`config.mk`:
```
export PLATFORM = sky130hd
export DESIGN_NAME = adc_serial_port
export DESIGN_NICKNAME = d
export VERILOG_FILES = /design/src/serial_port_pkg.sv /design/src/adc_serial_port.sv /design/src/pin_sync.sv
export SDC_FILE = /design/constraint.sdc
export NUM_CORES = 1
export LEC_CHECK = 0
export BUFFER_PORTS_ARGS = -buffer_cell sky130_fd_sc_hd__buf_4
export CAP_MARGIN = 20
export CORE_ASPECT_RATIO = 2
export CORE_MARGIN = 2
export CORE_UTILIZATION = 58
export DETAILED_ROUTE_END_ITERATION = 10
export PLACE_DENSITY = 0.93
export SYNTH_ARGS = -nofsm -noshare
export SYNTH_HDL_FRONTEND = slang
export SYNTH_SLANG_ARGS = --single-unit
```
`constraint.sdc`:
```
create_clock -name i_core_clk -period 4.1 [get_ports i_core_clk]
set_clock_uncertainty 0.1 [all_clocks]
set_input_delay 0.41 -clock i_core_clk [delete_from_list [all_inputs] [get_ports i_core_clk]]
set_output_delay 0.41 -clock i_core_clk [all_outputs]
set_load 0.02 [all_outputs]
```
`src/serial_port_pkg.sv`:
```
// Constants shared by the converter serial result and control port
package serial_port_pkg;
  localparam int RESULT_BITS = 10;
  localparam int CTRL_BITS = 8;
  localparam logic [3:0] RESULT_LAST = 4'h9;
  localparam logic [3:0] CTRL_COUNT = 4'h8;
  localparam logic [3:0] BIT_COUNT_ZERO = 4'h0;
  localparam logic [7:0] CTRL_RESET = 8'h00;
  localparam logic [2:0] CHANNEL_TEMP = 3'h0;
  localparam int CHAN_MSB = 7;
  localparam int CHAN_LSB = 5;
  localparam logic [9:0] RESULT_EMPTY = 10'h000;
  localparam logic [1:0] SYNC_RESET = 2'h0;
endpackage

```
`src/adc_serial_port.sv`:
```
// Slave serial port carrying the conversion result out and the control byte in
// Summary of operation
// - Five-line form: separate data out and in
// - Slave only; host supplies serial clock
// - Direction rise presents MSB; later bits falling
// - Ten result bits; host may stop at eight
// - Output released on direction fall, or on select rise in five-line form
// - Read erases result until new conversion
// - Control byte from first eight rising edges
// - Data in and out may share one line
// - Three-line form: one two-way data pin
// - Three-line read drives pin, shifts from second fall
// - Three-line pin returns to input on direction fall
// - Result is straight unsigned binary
// - Channel select powers up at channel 0
`timescale 1ns/1ps
`default_nettype none
module adc_serial_port (
  input wire logic i_core_clk, // Core clock, 25 MHz
  input wire logic i_resetn, // Async reset, active low
  input wire logic i_three_wire, // Static strap: 1 selects shared data pin
  input wire logic i_sclk, // Serial clock from host
  input wire logic i_rd_wr, // Direction: high read, low write
  input wire logic i_select_n, // Interface select, active low
  input wire logic i_din, // Serial data in (five-line form)
  input wire logic i_dio_in, // Shared pin input level (three-line form)
  input wire logic i_result_valid, // Pulse: new conversion result ready
  input wire logic [9:0] i_result, // Straight binary conversion result
  output logic o_dout, // Serial data out value
  output logic o_dout_oe_n, // Data out enable, low drives
  output logic o_dio_out, // Shared pin output value
  output logic o_dio_oe_n, // Shared pin enable, low drives
  output logic [7:0] o_control, // Last control byte written
  output logic [2:0] o_channel, // Channel field of control byte
  output logic o_control_strobe, // Pulse: control byte complete
  output logic o_result_full // A result awaits reading
);
  typedef enum logic [1:0] {IDLE, READ, WRITE} state_t;

  state_t state, next_state;
  logic sclk_rise, sclk_fall;
  logic dir_rise, dir_fall;
  logic sel_lvl, sel_rise;
  logic din_lvl, dio_lvl;
  logic [9:0] result;
  logic full;
  logic [9:0] shift;
  logic [3:0] count;
  logic skip_fall;
  logic [7:0] control;
  logic [7:0] ctrl_shift;
  logic strobe;
  logic drive;

  // ****************************************
  // Pin synchronisers
  // ****************************************
  // Host clock idles high, so no false edge follows reset
  pin_sync u_sclk (.i_core_clk(i_core_clk), .i_resetn(i_resetn), .i_pin(i_sclk),
    .i_init(1'b1), .o_level(), .o_rise(sclk_rise), .o_fall(sclk_fall));
  pin_sync u_dir (.i_core_clk(i_core_clk), .i_resetn(i_resetn), .i_pin(i_rd_wr),
    .i_init(1'b0), .o_level(), .o_rise(dir_rise), .o_fall(dir_fall));
  pin_sync u_sel (.i_core_clk(i_core_clk), .i_resetn(i_resetn), .i_pin(i_select_n),
    .i_init(1'b1), .o_level(sel_lvl), .o_rise(sel_rise), .o_fall());
  pin_sync u_din (.i_core_clk(i_core_clk), .i_resetn(i_resetn), .i_pin(i_din),
    .i_init(1'b0), .o_level(din_lvl), .o_rise(), .o_fall());
  pin_sync u_dio (.i_core_clk(i_core_clk), .i_resetn(i_resetn), .i_pin(i_dio_in),
    .i_init(1'b0), .o_level(dio_lvl), .o_rise(), .o_fall());

  // ****************************************
  // Decode
  // ****************************************
  wire selected = i_three_wire | ~sel_lvl;
  wire data_in = i_three_wire ? dio_lvl : din_lvl;
  wire start_read = dir_rise & selected;
  wire start_write = dir_fall & selected;
  wire end_read = (state == READ) & (dir_fall | (~i_three_wire & sel_rise));
  wire take_bit = (state == WRITE) & sclk_rise & (count < serial_port_pkg::CTRL_COUNT);
  wire shift_bit = (state == READ) & sclk_fall & ~skip_fall
    & (count < serial_port_pkg::RESULT_LAST);
  wire ctrl_done = take_bit & (count == serial_port_pkg::CTRL_COUNT - 4'h1);
  wire [7:0] next_ctrl_shift = {ctrl_shift[6:0], data_in};

  always_comb begin
    next_state = state;
    unique case (state)
      IDLE: begin
        if (start_read) begin
          next_state = READ;
        end else if (start_write) begin
          next_state = WRITE;
        end
      end
      READ: begin
        if (end_read) begin
          next_state = start_write ? WRITE : IDLE;
        end
      end
      WRITE: begin
        if (start_read) begin
          next_state = READ;
        end else if (~i_three_wire & sel_rise) begin
          next_state = IDLE;
        end
      end
      default: begin
        next_state = IDLE;
      end
    endcase
  end

  // ****************************************
  // Sequencer and shift registers
  // ****************************************
  always_ff @(posedge i_core_clk or negedge i_resetn) begin
    if (!i_resetn) begin
      state <= IDLE;
    end else begin
      state <= next_state;
    end
  end

  always_ff @(posedge i_core_clk or negedge i_resetn) begin
    if (!i_resetn) begin
      shift <= serial_port_pkg::RESULT_EMPTY;
      count <= serial_port_pkg::BIT_COUNT_ZERO;
      skip_fall <= 1'b0;
    end else if (start_read | start_write) begin
      shift <= full ? result : serial_port_pkg::RESULT_EMPTY;
      count <= serial_port_pkg::BIT_COUNT_ZERO;
      skip_fall <= 1'b1;
    end else if (shift_bit) begin
      shift <= {shift[8:0], 1'b0};
      count <= count + 4'h1;
    end else if (take_bit) begin
      count <= count + 4'h1;
    end else if (sclk_fall) begin
      skip_fall <= 1'b0;
    end
  end

  always_ff @(posedge i_core_clk or negedge i_resetn) begin
    if (!i_resetn) begin
      ctrl_shift <= serial_port_pkg::CTRL_RESET;
      control <= serial_port_pkg::CTRL_RESET;
      strobe <= 1'b0;
    end else begin
      strobe <= ctrl_done;
      if (take_bit) begin
        ctrl_shift <= next_ctrl_shift;
      end
      if (ctrl_done) begin
        control <= next_ctrl_shift;
      end
    end
  end

  // New result wins over erasure in the same cycle
  always_ff @(posedge i_core_clk or negedge i_resetn) begin
    if (!i_resetn) begin
      full <= 1'b0;
      result <= serial_port_pkg::RESULT_EMPTY;
    end else if (i_result_valid) begin
      full <= 1'b1;
      result <= i_result;
    end else if (start_read) begin
      full <= 1'b0;
    end
  end

  // ****************************************
  // Outputs
  // ****************************************
  assign drive = (state == READ);
  assign o_dout = shift[9];
  assign o_dout_oe_n = ~(drive & ~i_three_wire);
  assign o_dio_out = shift[9];
  assign o_dio_oe_n = ~(drive & i_three_wire);
  assign o_control = control;
  assign o_channel = control[serial_port_pkg::CHAN_MSB:serial_port_pkg::CHAN_LSB];
  assign o_control_strobe = strobe;
  assign o_result_full = full;

  // ****************************************
  // Checks
  // ****************************************
  chk_read_drives: assert property (@(posedge i_core_clk) disable iff (!i_resetn)
    start_read |=> (o_dout_oe_n == i_three_wire) && (o_dio_oe_n == ~i_three_wire))
    else $error("read did not enable output");
  chk_release_dir: assert property (@(posedge i_core_clk) disable iff (!i_resetn)
    (state == READ) && dir_fall |=> o_dout_oe_n && o_dio_oe_n)
    else $error("output not released on direction fall");
  chk_release_sel: assert property (@(posedge i_core_clk) disable iff (!i_resetn)
    (state == READ) && !i_three_wire && sel_rise |=> o_dout_oe_n)
    else $error("output not released on select rise");
  chk_read_erases: assert property (@(posedge i_core_clk) disable iff (!i_resetn)
    start_read && !i_result_valid |=> !o_result_full)
    else $error("result not erased by read");
  chk_first_fall_skip: assert property (@(posedge i_core_clk) disable iff (!i_resetn)
    (state == READ) && skip_fall && sclk_fall && !dir_fall |=> $stable(o_dout))
    else $error("first falling edge shifted");
  chk_msb_shift: assert property (@(posedge i_core_clk) disable iff (!i_resetn)
    shift_bit |=> o_dout == $past(shift[8]))
    else $error("shift order wrong");
  chk_ctrl_stable: assert property (@(posedge i_core_clk) disable iff (!i_resetn)
    !ctrl_done |=> $stable(o_control))
    else $error("control changed outside write");
  chk_ctrl_strobe: assert property (@(posedge i_core_clk) disable iff (!i_resetn)
    ctrl_done |=> o_control_strobe ##1 !o_control_strobe)
    else $error("control strobe wrong");
  cov_read: cover property (@(posedge i_core_clk) disable iff (!i_resetn)
    start_read ##[1:1000] end_read);
  cov_write: cover property (@(posedge i_core_clk) disable iff (!i_resetn) ctrl_done);
  cov_three_read: cover property (@(posedge i_core_clk) disable iff (!i_resetn)
    i_three_wire && start_read);
endmodule
`default_nettype wire

```
`src/pin_sync.sv`:
```
// Two-stage synchroniser with edge detection for one external pin
`timescale 1ns/1ps
`default_nettype none
module pin_sync (
  input wire logic i_core_clk, // Core clock
  input wire logic i_resetn, // Async reset, active low
  input wire logic i_pin, // Raw pin level
  input wire logic i_init, // Level assumed before reset release
  output logic o_level, // Synchronised level
  output logic o_rise, // One-cycle rising pulse
  output logic o_fall // One-cycle falling pulse
);
  logic [1:0] stage;
  logic last;
  logic [1:0] primed;

  // First stage feeds the second only
  always_ff @(posedge i_core_clk or negedge i_resetn) begin
    if (!i_resetn) begin
      stage <= serial_port_pkg::SYNC_RESET;
    end else begin
      stage <= {stage[0], i_pin};
    end
  end

  // Edge history starts from the second stage once it holds real data
  always_ff @(posedge i_core_clk or negedge i_resetn) begin
    if (!i_resetn) begin
      last <= 1'b0;
      primed <= serial_port_pkg::SYNC_RESET;
    end else begin
      // Assumed level stands in until the second stage has real pin data
      last <= primed[1] ? stage[1] : i_init;
      primed <= {primed[0], 1'b1};
    end
  end

  assign o_level = stage[1];
  assign o_rise = primed[1] & stage[1] & ~last;
  assign o_fall = primed[1] & ~stage[1] & last;
endmodule
`default_nettype wire

```
==> results.toml, run 1 <==
[critical_path]
cp-end-kind = "flop"
cp_top_family = "simple AND/OR/NAND/NOR gates"
worst_ep_required_time_ns = 4.20
startpoint_type = "flop"
cp_slowest_cell = "dfrtp_1"
crit_buf_inv = 0
reg2reg_depth = 3
crit_start = "u_dir.primed[1]"
cpPeakStageDelay_ns = 0.56
reg2reg_from = "u_dir.primed[1]"
critPathCapture = "o_control[2]"
crit_chain = "and4_1 -> and3_1 -> mux2_2"
cp.arrival_ns = 2.19
reg2reg_slack_ns = 2.01
criticalPathCategory = "reg2reg"
worstReg2RegEnd = "o_control[2]"
cp_max_fo = 12
worstSetupPathDepth = 3

[power]
powerDensity_nw_per_um2 = 464
clockPowerShare_pct = 35.2
switching_share_pct = 24.8
p_switching_w = 0.000325
combPwrFrac_pct = 12.7
seqPwrFrac_pct = 52.1
total_power_w = 0.00131
peakVddDrop_mv = 0.363
intPower_w = 0.000986
p_leak_nw = 1.40

[clocking]
hold_buffers = 0
clock_sinks = 59
cts_max_path_buffers = 2
clock-root-buffer = "clkbuf_8"
postCtsSetupBuffers = 0
cts_tree = "yes"
clock_latency_ns = 0.32
cts_max_level = 3
cts_buffers = 9
cts-resized-gates = 0
clk_pin_slew_ns = 0.06

[synth]
async_flop_share_pct = 100
synthDominantCellAreaShare_pct = 61.5
yosysWarningCount = 0
synth.top_cells.by_area = "dfrtp_1, mux2_2, a221o_1"
ys_seq_area_share_pct = 61.5
synthesis.area_sq_um = 2400
netlist_instances = 182
synth_ff_type = "dfrtp_1"
synth_fp_nets = 203
postSynthAreaPerCell_sq_um = 13.2
ys_ff_latch = 59
synth-edff-count = 0
synth.largest_area_cell = "dfrtp_1"
synth_cell_types = 37

[status]
status = "complete, no violations"

[drt]
first_iter_violations = 37
viasPerCell = 5.64
ant_nets = 0
post_drt_wl_per_cell_um = 14.5
drt-total-wl_um = 3960
drtPass1Iterations = 4
num_vias = 1541
drc = 0

[placed_design]
gp_congestion = 0.755
place_inst = 258
dp_hpwl_um = 2870
place_ws_ns = 1.99
io_buffers = 35

[cells_and_area]
final_nets = 238
fillers = 308
fin_cells = 273
most-common-layout-cells = "dfrtp_1, buf_4, nand2_1"
area_growth_pct = 17.7
utilization_pct = 69.9
final_common_cell = "dfrtp_1"
diodes = 0
drive_gt1_share_pct = 35.7

[timing]
max_freq_mhz = 479
timing.final.hold_violations = 0
fin_setup_tns_ns = 0
setup_viol = 0
relSlewSlack_pct = 53.4
maxSlewViolCount = 0
post-route-min-period_ns = 2.09
fin_crit_sh_pct = 50.9
rsz0062_at_grt = "false"
worstMarginPinSlew_ns = 0.699
setup_ws_ns = 2.01

[floorplanning]
die_area_sq_um = 4700
initial_core_util_pct = 59.3
boundaryPins = 36
core_area_sq_um = 4050
die_y_um = 95.0
rows = 33
die_w_um = 49.5

[worst_hold_path]
hold_path_class = "in2async"

[global_routing]
grt_pass1_vias = 1590
grt_usage_pct = 20.1
grt_pass1_wl_um = 6930
grt_max_degree = 60
grt_overflow = 0
antenna_found_initial = 0

[run]
drv_cap = 0
metal layers:
metal | up-vias | track usage [%] | wire length (um)
met5 | - | 0 | 0
met4 | 0 | 13.7 | 113
met3 | 9 | 4.27 | 133
met2 | 33 | 35.1 | 2290
met1 | 791 | 21.2 | 1420
li1 | 708 | - | -
flip-flops by register name, indices dropped and copies added, names as in the netlist:
signal,count
o_result_full,1
skip_fall,1
u_dio.stage,2
u_sclk.stage,2
u_din.stage,2
o_control_strobe,1
u_sel.stage,2
u_sclk.last,1
u_dir.stage,2
shift,10
result,10
u_dir.primed,1
u_sel.primed,1
state,2
count,4
u_sel.last,1
ctrl_shift,7
u_dir.last,1
o_control,8
cell families (layout without fill, tap and decap cells):
family / after synthesis / in the layout / share of synthesized area (%)
flops: 59 / 59 / 61.5
simple gates: 61 / 61 / 14.8
compound gates: 22 / 22 / 8.34
buf+inv: 15 / 54 / 4.01
mux: 21 / 21 / 9.80
other cells: 1 / 1 / 0.156
fa+ha+maj: 2 / 2 / 1.04
xor+xnor: 1 / 1 / 0.365
power by group through the flow:
stage / Clock (W) / Combinational (W) / Sequential, W
global placement: 0 / 0.000160 / 0.000687
floorplan: 0 / 0.000114 / 0.000681
CTS: 0.000474 / 0.000170 / 0.000682
detailed placement: 0 / 0.000170 / 0.000691
finish: 0.000462 / 0.000166 / 0.000682
global route: 0.000496 / 0.000185 / 0.000690
cell type report:
class	instances	area (sq um)	share of cell area, %
clock buffers	13	169	5.98
multi-input cells	108	828	29.3
flip-flops and latches	59	1480	52.2
well taps	52	65.1	2.30
repair buffers	35	263	9.30
inverters	4	15.0	0.531
clock inverters	2	10.0	0.354
how the worst min path moves through the flow:
stage / start / endpoint / slack (ns)
finish: i_resetn / o_control[0] / 0.03
CTS: i_resetn / o_control[0] / 0.05
global route: i_rd_wr / u_dir.stage[0] / 0.07
detailed placement: u_dio.stage[0] / u_dio.stage[1] / 0.23
floorplan: i_resetn / count[0] / 0.01
global placement: u_sel.primed[0] / u_dir.primed[1] / 0.23
Yosys cell counts, drive strengths merged (3+ instances only):
cell type  number
nor3            3
nand2b          7
and3           11
a21oi           3
a221o           9
buf             9
nor2            4
nand2          24
o21ai           3
nand3           3
inv             4
mux2           20
dfrtp          59
through the flow:
stage	hold WS (ns)	instance area (sq um)
finish	0.0319	2830
CTS	0.0534	2830
global route	0.0740	2830
global placement	0.232	2650
detailed placement	0.235	2650
floorplan	0.0144	2400
Power figures use the tool's default switching activity.
==> inputs of run 2 (changes only) <==
--- a/config.mk
+++ b/config.mk
@@ -9,9 +9,9 @@
 export CAP_MARGIN = 20
 export CORE_ASPECT_RATIO = 2
 export CORE_MARGIN = 2
-export CORE_UTILIZATION = 58
+export CORE_UTILIZATION = 50
 export DETAILED_ROUTE_END_ITERATION = 10
-export PLACE_DENSITY = 0.93
+export PLACE_DENSITY = 0.86
 export SYNTH_ARGS = -nofsm -noshare
 export SYNTH_HDL_FRONTEND = slang
 export SYNTH_SLANG_ARGS = --single-unit
==> constraint.sdc (replaced) <==
create_clock -name i_core_clk -period 1.9 [get_ports i_core_clk]
set_clock_uncertainty 0.1 [all_clocks]
set_input_delay 0.19 -clock i_core_clk [delete_from_list [all_inputs] [get_ports i_core_clk]]
set_output_delay 0.19 -clock i_core_clk [all_outputs]
set_load 0.02 [all_outputs]
==> run 2 against run 1 <==
Against the previous run:
- global-route usage fell by 2.6 points
- sequential share of layout area fell by 3.2 points
- first-iteration DRC count fell by 49%
- setup slack got worse by 1.9 ns
- hold slack improved by 0.031 ns
- register-to-register slack got worse by 1.9 ns
==> results.toml, run 2 (synthesis gave the netlist of run 1 again) <==
[critical_path]
reg2reg_from = "count[0]"
worst_ep_required_time_ns = 2.01
cp_top_family = "compound AO/OA/AOI/OAI gates"
crit_start = "count[0]"
startpoint_type = "flop"
crit_buf_inv = 2
cp-end-kind = "flop"
cpPeakStageDelay_ns = 0.41
cp.arrival_ns = 1.93
cp_slowest_cell = "dfrtp_1"
criticalPathCategory = "reg2reg"
cp_max_fo = 4
crit_chain = "inv_1 -> ha_1 -> nand2b_4 -> a2111oi_4 -> buf_4 -> o21ai_0 -> mux2i_1"

[power]
powerDensity_nw_per_um2 = 930
p_leak_nw = 1.47
peakVddDrop_mv = 0.762

[timing]
fin_crit_sh_pct = 95.5
setup_viol = 0
relSlewSlack_pct = 54.0
maxSlewViolCount = 0
timing.final.hold_violations = 0
worstMarginPinSlew_ns = 0.691
rsz0062_at_grt = "false"
post-route-min-period_ns = 1.82
max_freq_mhz = 551
whs_ns = 0.0626
fin_setup_tns_ns = 0

[clocking]
cts_max_level = 3
postCtsSetupBuffers = 0
cts_tree = "yes"
cts_buffers = 9
clk_pin_slew_ns = 0.07
cts_max_path_buffers = 2
clock_latency_ns = 0.34
clock_sinks = 59
clock-root-buffer = "clkbuf_8"

[drt]
drtPass1Iterations = 4
first_iter_violations = 19
drt-total-wl_um = 3920
drc = 0
ant_nets = 0
viasPerCell = 5.35
num_vias = 1589
post_drt_wl_per_cell_um = 13.2

[cells_and_area]
drive_gt1_share_pct = 35.1
most-common-layout-cells = "dfrtp_1, buf_4, nand2_1"
area_growth_pct = 25.5
final_common_cell = "dfrtp_1"
diodes = 0
fin_cells = 297
fin_area_sq_um = 3010
final_nets = 258

[run]
drv_cap = 0

[worst_hold_path]
hold_path_class = "in2reg"
min_from = "i_result_valid"

[floorplanning]
boundaryPins = 36
initial_core_util_pct = 52.2
die_y_um = 102
rows = 35
core_area_sq_um = 4600
die_w_um = 53
die_area_sq_um = 5410

[placed_design]
place_inst = 265
placed_area_sq_um = 2680
dp_hpwl_um = 2640
io_buffers = 35
gp_congestion = 0.783

[global_routing]
grt_max_degree = 60
antenna_found_initial = 0
grt_overflow = 0
grt_usage_pct = 17.5
grt_pass1_vias = 1550
grt_pass1_wl_um = 6720

[status]
status = "complete, no violations"
-- run 2: cell types whose count changed in the layout (fill, tap and decap cells not counted), sizes merged --
cell / previous run / this run
dlygate4sd3: 0 / 16
buf: 35 / 39
clkbuf: 13 / 10
clkinvlp: 0 / 2
clkinv: 2 / 4
-- run 2: path summary, 6_finish.rpt --
check,end,slack (ns),depth (start not counted)
hold reg to reg,u_sclk.stage[1],0.25,0
setup reg to reg,count[2],0.08,7
min in group asynchronous,u_sel.stage[0],0.33,2
hold / removal,o_result_full,0.06,2
setup / recovery,count[2],0.08,7
max in group asynchronous,ctrl_shift[3],0.89,2
-- run 2: per-layer routing --
metal | global-route usage [%] | vias to the layer above | part of all wire (%)
li1 | - | 751 | -
met1 | 19.1 | 791 | 38
met5 | 0 | - | 0
met4 | 11.6 | 0 | 3.7
met2 | 28.1 | 33 | 55
met3 | 5.70 | 14 | 3.5
-- run 2: repair_timing --
action,4_1_cts,5_1_grt
resized for setup,0,1
endpoints found under the setup margin,0,11
endpoints found under the hold margin,74,0
hold buffers,16,0
-- run 2: cell type report --
type	instances	area (sq um)
clock buffers	10	128
well taps	55	68.8
inverters	4	15.0
fillers	362	1590
flip-flops and latches	59	1480
multi-input cells	108	830
clock inverters	6	42.5
repair buffers	55	453
-- run 2: stage by stage --
step,power [W],utilization [%],worst slack [ns]
3_3_place_gp,0.00183,58.3,0.0794
3_5_place_dp,0.00185,58.3,0.0249
4_1_cts,0.00283,65.5,0.0109
2_1_floorplan,0.00172,-,0.116
6_report,0.00280,65.5,0.0848
5_1_grt,0.00294,65.5,0.0000895
-- run 2: where the power goes --
part | switching (W) | leakage, nW | total, W | internal [W]
Combinational | 0.000178 | 0.650 | 0.000381 | 0.000204
Sequential | 0.0000867 | 0.742 | 0.00147 | 0.00138
Clock | 0.000483 | 0.0822 | 0.000954 | 0.000471
Total | 0.000747 | 1.47 | 0.00280 | 0.00205
==> inputs of run 3 (changes only) <==
--- a/config.mk
+++ b/config.mk
@@ -7,11 +7,13 @@
 export LEC_CHECK = 0
 export BUFFER_PORTS_ARGS = -buffer_cell sky130_fd_sc_hd__buf_4
 export CAP_MARGIN = 20
+export CELL_PAD_IN_SITES_DETAIL_PLACEMENT = 1
+export CELL_PAD_IN_SITES_GLOBAL_PLACEMENT = 1
 export CORE_ASPECT_RATIO = 2
 export CORE_MARGIN = 2
-export CORE_UTILIZATION = 50
+export CORE_UTILIZATION = 41
 export DETAILED_ROUTE_END_ITERATION = 10
-export PLACE_DENSITY = 0.86
+export PLACE_DENSITY = 0.87
 export SYNTH_ARGS = -nofsm -noshare
 export SYNTH_HDL_FRONTEND = slang
 export SYNTH_SLANG_ARGS = --single-unit
==> run 3 against run 2 <==
Against the previous run:
- sequential share of layout area decreased by 2.3 points
- highest routed layer unchanged
- clock power increased by 57%
- routed wire length grew 21%
- sequential power about the same
==> results.toml, run 3 (synthesis gave the netlist of run 1 again) <==
[global_routing]
grt_overflow = 0
grt_pass1_wl_um = 8450
grt_max_degree = 60
grt_pass1_vias = 1840
grt_usage_pct = 17.6
antenna_found_initial = 0

[drt]
drc = 0
ant_nets = 0
drt-total-wl_um = 4730
viasPerCell = 5.29
num_vias = 1618
first_iter_violations = 32
post_drt_wl_per_cell_um = 15.5
drtPass1Iterations = 3

[cells_and_area]
regArea_sq_um = 1480
diodes = 0
area_growth_pct = 31.6
final_nets = 262
fillers = 556
most-common-layout-cells = "dfrtp_1, buf_4, nand2_1"
fin_cells = 306
drive_gt1_share_pct = 35.9
final_common_cell = "dfrtp_1"
multi_input_comb_area_sq_um = 843

[timing]
fin_setup_tns_ns = 0
setup_ws_ns = 0.100
worstMarginPinSlew_ns = 0.715
relSlewSlack_pct = 52.3
max_freq_mhz = 556
post-route-min-period_ns = 1.80
fin_crit_sh_pct = 94.7
timing.final.hold_violations = 0
maxSlewViolCount = 0
setup_viol = 0

[critical_path]
startpoint_type = "flop"
worst_ep_required_time_ns = 2.06
cp_max_fo = 5
cp.arrival_ns = 1.96
criticalPathCategory = "reg2reg"
cp-end-kind = "flop"

[floorplanning]
rows = 39
boundaryPins = 36
core_area_sq_um = 5660
initial_core_util_pct = 42.4
die_w_um = 58.1
die_y_um = 112
die_area_sq_um = 6520

[placed_design]
gp_congestion = 0.762
dp_hpwl_um = 3280
place_inst = 273
place_ws_ns = 0.0147
io_buffers = 35

[power]
p_leak_nw = 1.55
powerDensity_nw_per_um2 = 1070
peakVddDrop_mv = 0.856

[clocking]
clock_sinks = 59
clock_latency_ns = 0.32
clock-root-buffer = "clkbuf_16"
cts_buffers = 9
cts_tree = "yes"
clk_pin_slew_ns = 0.05
cts_max_path_buffers = 2
cts_max_level = 3

[status]
status = "complete, no violations"

[worst_hold_path]
hold_path_class = "in2reg"

[run]
drv_cap = 0
-- run 3: cell types whose count changed in the layout (fill, tap and decap cells not counted), sizes merged --
| cell | before | now |
|---|---|---|
| buf | 39 | 43 |
| clkbuf | 10 | 12 |
| clkinv | 4 | 2 |
| clkinvlp | 2 | 0 |
| bufinv | 0 | 1 |
| dlygate4sd3 | 16 | 15 |
| nor2 | 4 | 5 |
-- run 3: path summary, 6_finish.rpt --
path	startpoint	endpoint	slack, ns	depth (start not counted)
min in group asynchronous	i_resetn	u_dio.stage[1]	0.36	2
max in group asynchronous	i_resetn	o_result_full	0.84	2
setup / recovery	count[1]	shift[2]	0.10	6
setup reg to reg	count[1]	shift[2]	0.10	6
hold / removal	i_result[5]	result[5]	0.03	2
hold reg to reg	u_dir.stage[0]	u_dir.stage[1]	0.25	0
-- run 3: critical path, stage by stage, from the launching register on --
cell	delay (ns)
dfrtp_1	0.42
inv_1	0.08
ha_2	0.18
nand2b_4	0.07
a2111o_1	0.49
nor2_4	0.21
a221o_1	0.18
-- run 3: metrics by stage --
| stage | utilization, % | cell area (sq um) | power, W | hold WS (ns) |
|---|---|---|---|---|
| after global routing | 55.8 | 3160 | 0.00355 | 0.0215 |
| after detailed placement | 47.8 | 2700 | 0.00187 | 0.201 |
| after CTS | 55.3 | 3130 | 0.00343 | 0.0169 |
| after global placement | 47.8 | 2700 | 0.00184 | 0.183 |
| final | 55.8 | 3160 | 0.00339 | 0.0289 |
| after floorplan | - | 2400 | 0.00172 | -0.206 |
-- run 3: where the power goes --
part | switching, W | internal [W] | total (W)
Clock | 0.000503 | 0.00100 | 0.00150
Sequential | 0.0000911 | 0.00138 | 0.00147
Combinational | 0.000195 | 0.000220 | 0.000415
Total | 0.000789 | 0.00260 | 0.00339
-- run 3: layout make-up --
| cell class | count | share of cell area [%] |
|---|---|---|
| tap | 61 | 2.41 |
| inverter | 4 | 0.475 |
| clock buffer | 12 | 7.48 |
| sequential | 59 | 46.7 |
| multi-input combinational | 109 | 26.7 |
| timing repair buffer | 58 | 15.0 |
| clock inverter | 3 | 1.27 |
-- run 3: timing repair --
action / 4_1_cts / 5_1_grt
hold buffers: 15 / 0
endpoints found under the setup margin: 0 / 13
hold endpoints to repair: 73 / 0
buffers inserted: 0 / 2
gates resized for setup: 0 / 3
-- run 3: routing by layer --
metal	share of wire, %	track usage, %	up-vias
met5	0	0	-
met4	2.2	8.53	0
met3	3.7	6.57	9
met2	60	30.4	26
met1	34	18.1	829
li1	-	-	754
